**config.mk**
```make
export PLATFORM = sky130hd
export DESIGN_NAME = drvod_dictionary
export DESIGN_NICKNAME = d
export VERILOG_FILES = /design/src/shared/drvod_pkg.sv /design/src/core/drvod_dictionary.sv
export SDC_FILE = /design/constraint.sdc
export NUM_CORES = 1
export LEC_CHECK = 0
export BUFFER_PORTS_ARGS = -buffer_cell sky130_fd_sc_hd__buf_2
export CORE_MARGIN = 1.5
export CORE_UTILIZATION = 60
export DETAILED_ROUTE_END_ITERATION = 7
export PLACE_DENSITY = 0.87
export SLEW_MARGIN = 10
export SYNTH_ARGS = -nofsm -noshare
export SYNTH_HDL_FRONTEND = slang
export SYNTH_SLANG_ARGS = --single-unit
```
**constraint.sdc**
```tcl
create_clock -name i_sys_clk -period 22.7 [get_ports i_sys_clk]
set_input_delay 6.81 -clock i_sys_clk [delete_from_list [all_inputs] [get_ports i_sys_clk]]
set_output_delay 6.81 -clock i_sys_clk [all_outputs]
set_load 0.02 [all_outputs]
```
**src/shared/drvod_pkg.sv**
```systemverilog
// Package with object indices, fixed entries and reset values of the drive object dictionary
package drvod_pkg;
  localparam logic [15:0] IDX_DEV_TYPE   = 16'h1000;
  localparam logic [15:0] IDX_FW_VER     = 16'h100a;
  localparam logic [15:0] IDX_IDENTITY   = 16'h1018;
  localparam logic [15:0] IDX_RX_MAP     = 16'h1600;
  localparam logic [15:0] IDX_TX_MAP     = 16'h1a00;
  localparam logic [15:0] IDX_SM_TYPES   = 16'h1c00;
  localparam logic [15:0] IDX_MBX_OUT    = 16'h1c10;
  localparam logic [15:0] IDX_MBX_IN     = 16'h1c11;
  localparam logic [15:0] IDX_OUT_ASSIGN = 16'h1c12;
  localparam logic [15:0] IDX_IN_ASSIGN  = 16'h1c13;
  localparam logic [15:0] IDX_SCRATCH    = 16'h2000;
  localparam logic [15:0] IDX_GOAL       = 16'h2001;
  localparam logic [15:0] IDX_CURRENT    = 16'h2003;
  localparam logic [15:0] IDX_OFFSET     = 16'h2004;
  localparam logic [15:0] IDX_FOLLOW_LIM = 16'h2005;

  localparam logic [31:0] DEV_TYPE_VAL   = 32'h0000_0000;
  localparam logic [7:0]  IDENT_COUNT    = 8'h04;
  localparam logic [7:0]  RX_MAP_COUNT   = 8'h02;
  localparam logic [31:0] RX_MAP_ENTRY1  = 32'h2024_0010;
  localparam logic [31:0] RX_MAP_ENTRY2  = 32'h2001_0020;
  localparam logic [7:0]  TX_MAP_COUNT   = 8'h03;
  localparam logic [31:0] TX_MAP_ENTRY1  = 32'h2025_0010;
  localparam logic [31:0] TX_MAP_ENTRY2  = 32'h2030_0010;
  localparam logic [31:0] TX_MAP_ENTRY3  = 32'h2003_0020;
  localparam logic [7:0]  SM_COUNT       = 8'h04;
  localparam logic [7:0]  MBX_ASSIGN_CNT = 8'h00;
  localparam logic [7:0]  PD_ASSIGN_CNT  = 8'h01;
  localparam logic [7:0]  SCRATCH_COUNT  = 8'h0a;
  localparam int          SCRATCH_NUM    = 10;

  localparam logic [7:0]  SUB_0          = 8'h00;
  localparam logic [7:0]  SUB_1          = 8'h01;
  localparam logic [7:0]  SUB_2          = 8'h02;
  localparam logic [7:0]  SUB_3          = 8'h03;
  localparam logic [7:0]  SUB_4          = 8'h04;

  localparam logic [15:0] SCRATCH_RST    = 16'h0000;
  localparam logic [31:0] POS_RST        = 32'h0000_0000;
  localparam logic [15:0] FOLLOW_LIM_RST = 16'h0000;
  localparam logic [15:0] CTRL_WORD_RST  = 16'h0000;
  localparam int          FOLLOW_ERR_BIT = 8;
endpackage : drvod_pkg

```
**src/core/drvod_dictionary.sv**
```systemverilog
// Object dictionary of the positioning drive: mailbox access, fixed process data, positions
`timescale 1ns/1ps
module drvod_dictionary #(
  parameter int          FW_LEN      = 8,
  parameter logic [63:0] FW_STRING   = 64'h4452_5646_575f_3031, // "DRVFW_01", arbitrary
  parameter logic [31:0] VENDOR_CODE = 32'h0000_0a5a,            // Arbitrary value
  parameter logic [31:0] PRODUCT_CODE= 32'h0000_1234,            // Arbitrary value
  parameter logic [31:0] REVISION    = 32'h0000_0001,            // Arbitrary value
  parameter logic [31:0] SERIAL_NUM  = 32'h0000_0000             // Arbitrary value
) (
  input  wire logic        i_sys_clk,        // System clock, 250 MHz
  input  wire logic        i_resetn,         // Asynchronous reset, active low
  input  wire logic        i_sdo_req,        // Mailbox request strobe
  input  wire logic        i_sdo_wr,         // Request is a download (write)
  input  wire logic [15:0] i_sdo_index,      // Object index
  input  wire logic [7:0]  i_sdo_sub,        // Object sub-index
  input  wire logic [31:0] i_sdo_wdata,      // Write data, right aligned
  output logic             o_sdo_done,       // Answer strobe
  output logic             o_sdo_abort,      // Answer is an abort
  output logic [31:0]      o_sdo_rdata,      // Read data, right aligned
  input  wire logic        i_rxpdo_valid,    // Receive process data strobe
  input  wire logic [15:0] i_rxpdo_ctrl,     // Mapped control word
  input  wire logic [31:0] i_rxpdo_goal,     // Mapped goal position
  output logic [15:0]      o_control_word,   // Latched control word
  output logic [31:0]      o_cmd_position,   // Goal in raw drive frame
  input  wire logic [31:0] i_raw_position,   // Position from the motion core
  input  wire logic        i_axis_moving,    // Axis not at standstill
  input  wire logic [15:0] i_status_word,    // Status word from the motion core
  input  wire logic [15:0] i_aux_word,       // Second transmitted word
  output logic [15:0]      o_txpdo_status,   // Transmitted status word
  output logic [15:0]      o_txpdo_aux,      // Transmitted second word
  output logic [31:0]      o_txpdo_position, // Transmitted current position
  output logic             o_follow_err      // Following-error status bit
);
  import drvod_pkg::*;

  logic [15:0] scratch_q [SCRATCH_NUM];
  logic [31:0] goal_q;
  logic [31:0] home_q;
  logic [31:0] offset_q;
  logic [15:0] follow_lim_q;
  logic [15:0] ctrl_q;
  logic [31:0] current_pos;
  logic [31:0] rd_d;
  logic        rd_ok_d;
  logic        wr_ok_d;
  logic        wr_go;
  logic        sub0;
  logic        scratch_sel;
  logic [3:0]  scratch_idx;
  logic [31:0] deviation;
  logic [31:0] dev_abs;

  assign sub0        = (i_sdo_sub == SUB_0);
  assign scratch_sel = (i_sdo_sub >= SUB_1) && (i_sdo_sub <= SCRATCH_COUNT);
  assign scratch_idx = 4'(i_sdo_sub - SUB_1);

  // Offset and referencing base together map the raw frame onto the user frame
  assign current_pos = i_raw_position + home_q + offset_q;

  // Read side of every entry; unknown entries abort
  always_comb begin
    int unsigned bsel;
    bsel    = 0;
    rd_d    = 32'h0000_0000;
    rd_ok_d = 1'b0;
    case (i_sdo_index)
      IDX_DEV_TYPE: begin
        rd_ok_d = sub0;
        rd_d    = DEV_TYPE_VAL;
      end
      IDX_FW_VER: begin
        // One character per sub-index, first character at sub-index 0
        if (32'(i_sdo_sub) < FW_LEN) begin
          bsel    = FW_LEN - 1 - 32'(i_sdo_sub);
          rd_ok_d = 1'b1;
          rd_d    = {24'h00_0000, FW_STRING[8*bsel +: 8]};
        end
      end
      IDX_IDENTITY: begin
        rd_ok_d = 1'b1;
        case (i_sdo_sub)
          SUB_0:   rd_d = {24'h00_0000, IDENT_COUNT};
          SUB_1:   rd_d = VENDOR_CODE;
          SUB_2:   rd_d = PRODUCT_CODE;
          SUB_3:   rd_d = REVISION;
          SUB_4:   rd_d = SERIAL_NUM;
          default: rd_ok_d = 1'b0;
        endcase
      end
      IDX_RX_MAP: begin
        rd_ok_d = 1'b1;
        case (i_sdo_sub)
          SUB_0:   rd_d = {24'h00_0000, RX_MAP_COUNT};
          SUB_1:   rd_d = RX_MAP_ENTRY1;
          SUB_2:   rd_d = RX_MAP_ENTRY2;
          default: rd_ok_d = 1'b0;
        endcase
      end
      IDX_TX_MAP: begin
        rd_ok_d = 1'b1;
        case (i_sdo_sub)
          SUB_0:   rd_d = {24'h00_0000, TX_MAP_COUNT};
          SUB_1:   rd_d = TX_MAP_ENTRY1;
          SUB_2:   rd_d = TX_MAP_ENTRY2;
          SUB_3:   rd_d = TX_MAP_ENTRY3;
          default: rd_ok_d = 1'b0;
        endcase
      end
      IDX_SM_TYPES: begin
        // Type code of manager n equals its sub-index n+1
        rd_ok_d = (i_sdo_sub <= SM_COUNT);
        rd_d    = sub0 ? {24'h00_0000, SM_COUNT} : {24'h00_0000, i_sdo_sub};
      end
      IDX_MBX_OUT, IDX_MBX_IN: begin
        rd_ok_d = sub0;
        rd_d    = {24'h00_0000, MBX_ASSIGN_CNT};
      end
      IDX_OUT_ASSIGN: begin
        rd_ok_d = sub0 || (i_sdo_sub == SUB_1);
        rd_d    = sub0 ? {24'h00_0000, PD_ASSIGN_CNT} : {16'h0000, IDX_RX_MAP};
      end
      IDX_IN_ASSIGN: begin
        rd_ok_d = sub0 || (i_sdo_sub == SUB_1);
        rd_d    = sub0 ? {24'h00_0000, PD_ASSIGN_CNT} : {16'h0000, IDX_TX_MAP};
      end
      IDX_SCRATCH: begin
        rd_ok_d = sub0 || scratch_sel;
        if (sub0) begin
          rd_d = {24'h00_0000, SCRATCH_COUNT};
        end else if (scratch_sel) begin
          rd_d = {16'h0000, scratch_q[scratch_idx]};
        end
      end
      IDX_GOAL: begin
        rd_ok_d = sub0;
        rd_d    = goal_q;
      end
      IDX_CURRENT: begin
        rd_ok_d = sub0;
        rd_d    = current_pos;
      end
      IDX_OFFSET: begin
        rd_ok_d = sub0;
        rd_d    = offset_q;
      end
      IDX_FOLLOW_LIM: begin
        rd_ok_d = sub0;
        rd_d    = {16'h0000, follow_lim_q};
      end
      default: begin
        rd_ok_d = 1'b0;
      end
    endcase
  end

  // Write permission: only writable entries, position frame only at standstill
  always_comb begin
    case (i_sdo_index)
      IDX_SCRATCH:    wr_ok_d = scratch_sel;
      IDX_GOAL:       wr_ok_d = sub0;
      IDX_CURRENT:    wr_ok_d = sub0 && !i_axis_moving;
      IDX_OFFSET:     wr_ok_d = sub0 && !i_axis_moving;
      IDX_FOLLOW_LIM: wr_ok_d = sub0;
      default:        wr_ok_d = 1'b0;
    endcase
  end

  assign wr_go = i_sdo_req && i_sdo_wr && wr_ok_d;

  // Answer one cycle after the request
  always_ff @(posedge i_sys_clk or negedge i_resetn) begin
    if (!i_resetn) begin
      o_sdo_done  <= 1'b0;
      o_sdo_abort <= 1'b0;
      o_sdo_rdata <= 32'h0000_0000;
    end else begin
      o_sdo_done  <= i_sdo_req;
      o_sdo_abort <= i_sdo_req && (i_sdo_wr ? !wr_ok_d : !rd_ok_d);
      o_sdo_rdata <= (i_sdo_req && !i_sdo_wr && rd_ok_d) ? rd_d : 32'h0000_0000;
    end
  end

  always_ff @(posedge i_sys_clk or negedge i_resetn) begin
    if (!i_resetn) begin
      for (int i = 0; i < SCRATCH_NUM; i++) begin
        scratch_q[i] <= SCRATCH_RST;
      end
    end else if (wr_go && (i_sdo_index == IDX_SCRATCH)) begin
      scratch_q[scratch_idx] <= i_sdo_wdata[15:0];
    end
  end

  // Mailbox write takes priority over process data landing in the same cycle
  always_ff @(posedge i_sys_clk or negedge i_resetn) begin
    if (!i_resetn) begin
      goal_q <= POS_RST;
    end else if (wr_go && (i_sdo_index == IDX_GOAL)) begin
      goal_q <= i_sdo_wdata;
    end else if (i_rxpdo_valid) begin
      goal_q <= i_rxpdo_goal;
    end
  end

  always_ff @(posedge i_sys_clk or negedge i_resetn) begin
    if (!i_resetn) begin
      ctrl_q <= CTRL_WORD_RST;
    end else if (i_rxpdo_valid) begin
      ctrl_q <= i_rxpdo_ctrl;
    end
  end

  // Referencing shifts the frame so the current position reads the written value
  always_ff @(posedge i_sys_clk or negedge i_resetn) begin
    if (!i_resetn) begin
      home_q <= POS_RST;
    end else if (wr_go && (i_sdo_index == IDX_CURRENT)) begin
      home_q <= i_sdo_wdata - i_raw_position - offset_q;
    end
  end

  always_ff @(posedge i_sys_clk or negedge i_resetn) begin
    if (!i_resetn) begin
      offset_q <= POS_RST;
    end else if (wr_go && (i_sdo_index == IDX_OFFSET)) begin
      offset_q <= i_sdo_wdata;
    end
  end

  always_ff @(posedge i_sys_clk or negedge i_resetn) begin
    if (!i_resetn) begin
      follow_lim_q <= FOLLOW_LIM_RST;
    end else if (wr_go && (i_sdo_index == IDX_FOLLOW_LIM)) begin
      follow_lim_q <= i_sdo_wdata[15:0];
    end
  end

  // Deviation measured in the user frame; limit is unsigned
  assign deviation = goal_q - current_pos;
  assign dev_abs   = deviation[31] ? (32'h0000_0000 - deviation) : deviation;

  always_ff @(posedge i_sys_clk or negedge i_resetn) begin
    if (!i_resetn) begin
      o_follow_err <= 1'b0;
    end else begin
      o_follow_err <= (dev_abs > {16'h0000, follow_lim_q});
    end
  end

  // Units pass unscaled; scaling to 1/100 mm lives in the motion core
  always_ff @(posedge i_sys_clk or negedge i_resetn) begin
    if (!i_resetn) begin
      o_control_word   <= CTRL_WORD_RST;
      o_cmd_position   <= POS_RST;
      o_txpdo_status   <= 16'h0000;
      o_txpdo_aux      <= 16'h0000;
      o_txpdo_position <= POS_RST;
    end else begin
      o_control_word   <= ctrl_q;
      o_cmd_position   <= goal_q - home_q - offset_q;
      o_txpdo_status   <= i_status_word | (16'(o_follow_err) << FOLLOW_ERR_BIT);
      o_txpdo_aux      <= i_aux_word;
      o_txpdo_position <= current_pos;
    end
  end
endmodule : drvod_dictionary

```
# Word level (Yosys, flattened, before mapping)
# Index checks and enable logic that the tools add are counted.
# totals
register_bits,435
latch_bits,0
mem_bits_rw,0
romBits,0
input_bits,174
out_inout_bits,147
word_cells,118
mem_count,0
# op_classes
addsub,10
n_mul,0
div,0
magnitude_cmp,7
eq_ne,19
n_shift,1
n_mux,27
bitwise_logic,2
n_reduce_logical,28
# ops
operator,n
32-bit case mux with 12 select lines,1
160-bit bitwise mux,1
"16-bit by 13-bit == test with 1-bit output, second input constant",10
32-bit subtractor,5
32-bit 2-to-1 mux,4
30-bit case mux with 4 select lines,1
30-bit case mux with 3 select lines,1
"16-bit by 14-bit == test with 1-bit output, second input constant",5
16-bit 2-to-1 mux,5
32-bit adder,2
16-bit binary-select mux with 4-bit select,1
16-bit demux with 4-bit select,1
"64-bit by 33-bit indexed part select with 8-bit output, first input constant",1
13-bit case mux with 4 select lines,1
32-bit by 16-bit greater-than comparator with 1-bit output,1
"1-bit by 32-bit subtractor with 32-bit output, first input constant",1
13-bit 2-to-1 mux,2
"8-bit by 2-bit == test with 1-bit output, second input constant",2
8-bit 2-to-1 mux,2
16-bit by 9-bit bitwise OR with 16-bit output,1
1-bit logical AND,13
"3-bit by 8-bit subtractor with 9-bit output, first input constant",1
"8-bit by 1-bit == test with 1-bit output, second input constant",1
"8-bit by 3-bit == test with 1-bit output, second input constant",1
other kinds (20),30

# Depth between registers and ports, before layout
# Gate-level depths: netlist of the first run.
# logic_depth
depth_word,9
mapped_depth,48
depth_no_buf,46

# Worst setup path after synthesis of the first run
# No wires, ideal clock.
# synth_path
kind,input to register
start,input i_raw_position[1]
end,register o_follow_err
setup_ns,0.134
t_arrival_ns,14.276
t_required_ns,22.566
setup_slack_ns,8.290
path_stages,48
path_buffers,2
cell_sequence,inv_1 -> fa_1 -> inv_1 -> ha_1 -> a211oi_2 -> o21ba_2 -> nand3b_1 -> a21oi_1 -> or3_1 -> a31o_2 -> a21o_1 -> a21o_1 -> a21o_1 -> a21o_1 -> a21oi_1 -> o21bai_1 -> a21oi_1 -> xnor2_1 -> (+12 left out) -> ha_1 -> nor2b_1 -> o21ai_0 -> nand2b_1 -> a21oi_1 -> nor2b_1 -> o21ai_0 -> nand2b_1 -> a21oi_1 -> nor2b_1 -> o21ai_0 -> a21boi_0 -> o21ai_0 -> a22oi_1 -> a2111oi_0 -> nand2_1 -> o21ai_0 -> nand4_1
# synth_between
elab_chain_cells,6
# synth_rtl
element,line,rtl
start: declaration,drvod_dictionary.sv:26,"input wire logic [31:0] i_raw_position,"
32-bit adder (*) (2 in series),drvod_dictionary.sv:59,assign current_pos = i_raw_position + home_q + offset_q;
named net current_pos[28],drvod_dictionary.sv:43,logic [31:0] current_pos;
32-bit subtractor (*),drvod_dictionary.sv:239,assign deviation = goal_q - current_pos;
1-bit by 32-bit subtractor with 32-bit output,drvod_dictionary.sv:240,assign dev_abs = deviation[31] ? (32'h0000_0000 - deviation) : deviation;
32-bit 2-to-1 mux (*),drvod_dictionary.sv:240,
32-bit by 16-bit greater-than comparator with 1-bit output (*),drvod_dictionary.sv:246,"o_follow_err <= (dev_abs > {16'h0000, follow_lim_q});"
end signal: assignment,drvod_dictionary.sv:246,
end: declaration,drvod_dictionary.sv:33,output logic o_follow_err
# The timed path passes the listed nets; every way through them passes the cells marked *.
# A chain may end at the register's enable or synchronous reset.

# Worst setup path in the final report of the first run
# Same ends and word-level chain as after synthesis.

==> results of run 1 <==
cells by family (layout without fill, tap and decap cells):
family,Yosys count,count (layout),share of synthesized area
AND/OR/NAND/NOR,580,580,0.1047
AO/OA/AOI/OAI,558,558,0.1332
flip-flops,435,435,0.4001
multiplexers,313,313,0.1397
buffers and inverters,295,623,0.04097
adder cells (fa/ha/maj),245,245,0.1385
XOR/XNOR,133,133,0.04281
sequential cells by signal, summed over array words and instances (netlist names):
register	cells
o_control_word	16
offset_q	32
o_txpdo_aux	16
o_sdo_done	1
o_txpdo_status	16
o_follow_err	1
o_cmd_position	32
o_sdo_abort	1
o_sdo_rdata	32
ctrl_q	16
o_txpdo_position	32
follow_lim_q	16
goal_q	32
scratch_q	160
home_q	32
area by class of cell:
| cell class | count | area [sq um] | share of cell area |
|---|---|---|---|
| Multi-Input combinational cell | 1829 | 15260 | 0.4899 |
| Sequential cell | 435 | 10890 | 0.3494 |
| Timing Repair Buffer | 338 | 1762 | 0.05654 |
| Clock buffer | 61 | 1320 | 0.04236 |
| Inverter | 199 | 747.0 | 0.02397 |
| Tap cell | 592 | 740.7 | 0.02377 |
| Clock inverter | 25 | 439.2 | 0.01409 |
cells in the mapped netlist, types with 6 or more instances:
master,count,area (sq um)
buf_2,6,30.03
o211ai_1,9,67.56
nor2_1,150,563.0
fa_1,95,1902
mux2_2,215,2421
inv_1,199,747.0
nand2b_1,29,181.4
buf_1,7,26.28
or3_1,32,200.2
mux4_2,32,720.7
o21a_1,13,97.59
clkbuf_1,83,311.6
a222oi_1,18,180.2
nor3_1,47,235.2
xor2_1,54,473.0
a22oi_1,18,135.1
and2_1,11,68.82
a211oi_1,15,112.6
xnor2_1,79,691.9
nor2b_1,24,150.1
o21ai_1,6,30.03
o21ai_0,138,690.7
mux2i_1,66,660.6
ha_1,145,1814
or2_2,8,50.05
nand3b_1,6,45.04
a31oi_1,25,156.4
dfrtp_1,435,10890
nor4_1,11,68.82
nand2_1,159,596.8
o21bai_1,11,82.58
a221oi_1,10,87.58
a31o_2,7,61.31
a21oi_1,158,790.8
o31ai_1,14,105.1
a211o_1,6,52.55
nand4_1,22,137.6
a21o_1,46,345.3
a21boi_0,7,52.55
and3_1,21,131.4
nor3b_1,6,45.04
nand3_1,28,140.1
routing by layer:
metal  track usage  vias up  share of wire
met5             0        -              0
li1              -     9708              -
met1        0.4498    11000           0.38
met3       0.06244      286          0.082
met2        0.5938     1153           0.48
met4        0.1843        0          0.053
per-stage QoR:
stage / setup WS [ns] / hold WS (ns) / area [sq um]
after floorplan: 8.290 / 0.3501 / 27210
after global placement: 7.738 / 0.3525 / 29390
after detailed placement: 7.472 / 0.3598 / 29390
after CTS: 8.068 / 0.3726 / 31150
after global routing: 7.075 / 0.3838 / 31160
final: 7.988 / 0.3713 / 31160
power breakdown:
group	internal [W]	switching, W
clock	0.000538	0.000330
sequential	0.000806	0.0000234
combinational	0.000190	0.000297
worst max-delay path: cells and delay by family:
| family | cells | cell delay, ns |
|---|---|---|
| AOI/OAI and AO/OA | 26 | 4.73 |
| adders and majority gates | 4 | 1.36 |
| buffers and inverters | 5 | 0.52 |
| xor gates and xnor gates | 2 | 0.36 |
| and+or+nand+nor | 11 | 1.39 |
worst max-delay path by stage:
stage	depth (start not counted)	slack, ns	start	to
2_1_floorplan	48	8.29	i_raw_position[1]	o_follow_err$_DFF_PN0_
3_3_place_gp	48	7.74	i_raw_position[1]	o_follow_err$_DFF_PN0_
3_5_place_dp	44	7.47	i_raw_position[1]	o_follow_err$_DFF_PN0_
4_1_cts	44	8.07	i_raw_position[1]	o_follow_err$_DFF_PN0_
5_1_grt	48	7.07	i_raw_position[1]	o_follow_err$_DFF_PN0_
6_report	48	7.99	i_raw_position[1]	o_follow_err$_DFF_PN0_
==> impl_results.md, run 1 <==
* Status: finished, final reports clean
* 1st-iter DRT viols at 2,122
* Routability congestion estimate at 0.9708
* Final setup TNS at 0 ns
* Ratio of final minimum period to clock period at 0.6481
* Area delta synth->final at 14.52%
* Hold path startpoint: ctrl_q[10]$_DFFE_PN0P_
* WL final at 82.28 mm
* Crit path time final at 14.71 ns
* Worst skew pair latency at 0.61 ns
* Number of global-route vias before repair at 23,060
* Post-synth EDFFs at 0
* Avg Cell Area, Syn at 10.63 sq um
* Yosys cell types at 91
* Worst rel slew slack at 0.2799
* Maxcap violations at 0
* Largest net degree at the start of global routing at 171
* Worst reg2reg startpoint: offset_q[1]$_DFFE_PN0P_
* Net Count, Synth at 2,973
* Die Span X at 216.0 um
* CP max stage delay at 0.53 ns
* Leak at 14.82 nW
* Power Dens Cells at 70.09 mW/mm^2
* Total power at 0.002184 W
* CTS Buf Count at 47
* Reg2reg end: o_follow_err$_DFF_PN0_
* Peak VDD IR at 63.79 uV
* Worst reg2reg setup slack at 13.91 ns
* Initial antenna violation count at 0
* Cts hold-fix bufs at 0
* Highest-count cells in the layout ignoring fill and taps: dfrtp_1 (435), buf_2 (318), mux2_2 (215)
* DR vias at 22,150
* CTS sink cnt at 435
* WL per Instance at 23.65 um
* Initial core utilization at 0.6113
* Cells on Worst Hold Path at 0
* Site Rows at 77
* Crit Path Class: input pin to flip-flop
* # resized after CTS at 0
* Fraction of registers with async set/reset at 1.000
* Dpl cells at 3,393
* CP required at 23.16 ns
* Final slew viol count at 0
* Primary FF master, synth: dfrtp_1
* Largest fanout on the critical path at 20
* Postcts setup bufs at 0
* Die area at 0.04663 sq mm
* Reg clk slew, reported paths at 0.07 ns
* Final setup violation count at 0
* Gate count after technology mapping at 2,559
* Final core occ at 0.7000
* Clock skew at 0.03317 ns
* Final hold vios at 0
* Global-route wire length before repair at 129.3 mm
* # H-tree levels at 2
* Most common cell after layout, fill and taps aside: dfrtp_1
* Worst-Margin Slew at 1.078 ns
* Post-synthesis sequential area ratio at 0.4001
* Yosys Warn Count at 0
* Total track usage at 0.3573
* Synthesized cell area at 0.02721 sq mm
* Clock tree buffer depth at 3
* Share of cells above drive strength 1 at 0.2449
* Layout fillers at 3,181
* Remaining DRCs at 0
* CP Capture Type: flip-flop
* Root Driver: clkbuf_16
* Slowest CP cell: fa_1
* Hold Path End: o_control_word[10]$_DFF_PN0_
* N_diodes at 0
* Worst setup SP type: input pin
* Final Net Count at 3,264
* Most frequent CP cell: a21oi_1
* Io pins at 321
* CTS tree: built
* Placed wire-length estimate at 60.97 mm
* Worst EP arrival at 15.17 ns
* Unrepaired setup endpoints after global routing: no
* Core area at 0.04451 sq mm
* Port Buffers at 320
* First-pass detailed-route iteration total at 8
* Fin cells at 3,479
* DR vias/cell at 6.367
* Flops & latches, synth at 435
* Routed Antenna Nets at 0
* Gr ovfl total at 0
* Chip Height at 216.0 um
* Fmax at 0.06797 GHz
* R2R depth at 47
* Worst Hold Class: flip-flop to flip-flop
Power figures use the tool's default switching activity.
==> inputs of run 2 (changes only) <==
- CORE_UTILIZATION: 60 -> 54
- PLACE_DENSITY: 0.87 -> 0.83
- clock period: 22.7 -> 12.5 ns (I/O delays scaled with it)
==> run 2 against run 1 <==
Net effect:
- sequential share of layout area about the same
- via count decreased by 1.4%
- register-to-register slack got worse by 10 ns
- clock skew down 0.014 ns
- cell area down 0.12%
- setup slack lost 7.1 ns
- core utilization decreased by 7.7 points
- largest cell class unchanged
- sequential power grew 82%
- critical endpoint unchanged
- highest routed layer unchanged
==> impl_results.md, run 2 (synthesis results as in run 1) <==
* Crit Path Class: input pin to flip-flop
* First-pass detailed-route iteration total at 7 (-1)
* Most common cell after layout, fill and taps aside: dfrtp_1
* Ratio of final minimum period to clock period at 0.9314
* CTS tree: built
* Maxcap violations at 0 (unchanged)
* CTS Buf Count at 47 (unchanged)
* Cts hold-fix bufs at 0 (unchanged)
* DR vias at 21,830 (-1.4%)
* Crit path max-delay family: compound AO/OA/AOI/OAI gates
* Final hold vios at 0 (unchanged)
* Clock skew at 0.01902 ns (-0.01415 ns)
* Highest-count cells in the layout ignoring fill and taps: dfrtp_1 (435), buf_2 (318), mux2_2 (215)
* Die area at 0.05174 sq mm (+11%)
* Area delta synth->final at 14.38%
* Clock tree buffer depth at 3 (unchanged)
* Worst skew pair latency at 0.60 ns (about the same)
* Hold slack at 0.3696 ns (-0.001757 ns)
* Area after DPL at 0.02954 sq mm (+0.48%)
* Port Buffers at 320 (unchanged)
* Final slew viol count at 0 (unchanged)
* CP Capture Type: flip-flop
* Root Driver: clkbuf_16
* Core area at 0.04997 sq mm (+12%)
* Final Net Count at 3,268 (+0.12%)
* Worst Hold Class: flip-flop to flip-flop
* Worst setup SP type: input pin
* WL final at 81.04 mm (-1.5%)
* Slowest CP cell: fa_1
* Worst Path Buf+Inv at 5 (unchanged)
* CP max stage delay at 0.52 ns (about the same)
* WL per Instance at 22.77 um (-3.7%)
* Power Dens Cells at 122.9 mW/mm^2 (+75%)
* Crit path time final at 11.64 ns
* Fmax at 0.08589 GHz
* Largest fanout on the critical path at 6 (-70%)
* Worst EP arrival at 12.11 ns (-3.06 ns)
* Initial antenna violation count at 0 (unchanged)
* Final instance area at 0.03112 sq mm (-0.12%)
* Routed Antenna Nets at 0 (unchanged)
* # H-tree levels at 2 (unchanged)
* Chip Height at 227.5 um (+5.3%)
* Largest net degree at the start of global routing at 158 (-7.6%)
* Number of global-route vias before repair at 22,470 (-2.6%)
* Global-route wire length before repair at 124.4 mm (-3.8%)
* Share of cells above drive strength 1 at 0.2469 (+0.001993)
* Io pins at 321 (unchanged)
* Postcts setup bufs at 0 (unchanged)
* Initial core utilization at 0.5445 (-0.06674)
* Peak VDD IR at 120.9 uV (+89%)
* Remaining DRCs at 0 (unchanged)
* Final setup TNS at 0 ns (unchanged)
* Gr ovfl total at 0 (unchanged)
* Die Span X at 227.5 um (+5.3%)
* CP required at 12.97 ns (-10.19 ns)
* Leak at 14.72 nW (-0.68%)
* Worst-Margin Slew at 1.214 ns (+0.1367 ns)
* 1st-iter DRT viols at 1,743 (-18%)
* Total power at 0.003825 W (+75%)
* Max FFs per register at 160 (unchanged)
* Placed wire-length estimate at 60.29 mm (-1.1%)
* Status: finished, final reports clean
* Routability congestion estimate at 0.9889 (+1.9%)
* Unrepaired setup endpoints after global routing: no
* N_diodes at 0 (unchanged)
* Site Rows at 82 (+6.5%)
* Total track usage at 0.3149 (-0.04241)
* Most frequent CP cell: a21oi_1
* # resized after CTS at 0 (unchanged)
* Final setup violation count at 0 (unchanged)
* Worst rel slew slack at 0.1905 (-0.08937)
* DR vias/cell at 6.133 (-3.7%)
* Reg with most FFs: scratch_q
* CTS sink cnt at 435 (unchanged)
* Reg clk slew, reported paths at 0.07 ns (about the same)
-- run 2: layout make-up --
| class | instances | area (sq um) |
|---|---|---|
| Clock buffer | 59 | 1313 |
| Clock inverter | 24 | 259.0 |
| Fill cell | 3958 | 18840 |
| Inverter | 199 | 747.0 |
| Multi-Input combinational cell | 1829 | 15290 |
| Sequential cell | 435 | 10890 |
| Tap cell | 672 | 840.8 |
| Timing Repair Buffer | 342 | 1792 |
-- run 2: layer usage --
metal / GRT usage / up-vias / part of all wire
met4: 0.1639 / 0 / 0.050
li1: - / 9713 / -
met5: 0 / - / 0
met3: 0.04956 / 260 / 0.074
met1: 0.4027 / 10840 / 0.40
met2: 0.5179 / 1022 / 0.48
-- run 2: worst paths after layout --
check                                        startpoint                          end  slack, ns  depth (start not counted)
worst max register to register  offset_q[1]$_DFFE_PN0P_       o_follow_err$_DFF_PN0_       3.72                         46
min in group asynchronous                      i_resetn    o_txpdo_aux[10]$_DFF_PN0_       3.18                          1
worst min register to register    ctrl_q[0]$_DFFE_PN0P_  o_control_word[0]$_DFF_PN0_       0.37                          0
worst min-delay path              ctrl_q[0]$_DFFE_PN0P_  o_control_word[0]$_DFF_PN0_       0.37                          0
worst max-delay path                  i_raw_position[1]       o_follow_err$_DFF_PN0_       0.86                         47
max in group asynchronous                      i_resetn      offset_q[7]$_DFFE_PN0P_       7.58                          2
-- run 2: power breakdown --
group | internal, W | total [W] | switching, W | leakage, nW
Sequential | 0.00146 | 0.00151 | 0.0000443 | 5.69
Combinational | 0.000349 | 0.000892 | 0.000542 | 8.28
Clock | 0.000813 | 0.00143 | 0.000612 | 0.749
Total | 0.00263 | 0.00382 | 0.00120 | 14.7
-- run 2: metrics by stage --
stage                     setup WS (ns)    util  instances
after floorplan                   1.150       -       2559
after global placement           0.4117  0.5911       3477
after detailed placement         0.2332  0.5911       3477
after CTS                        0.8372  0.6226       3560
after global routing            0.01831  0.6229       3560
final                            0.8569  0.6229       3560
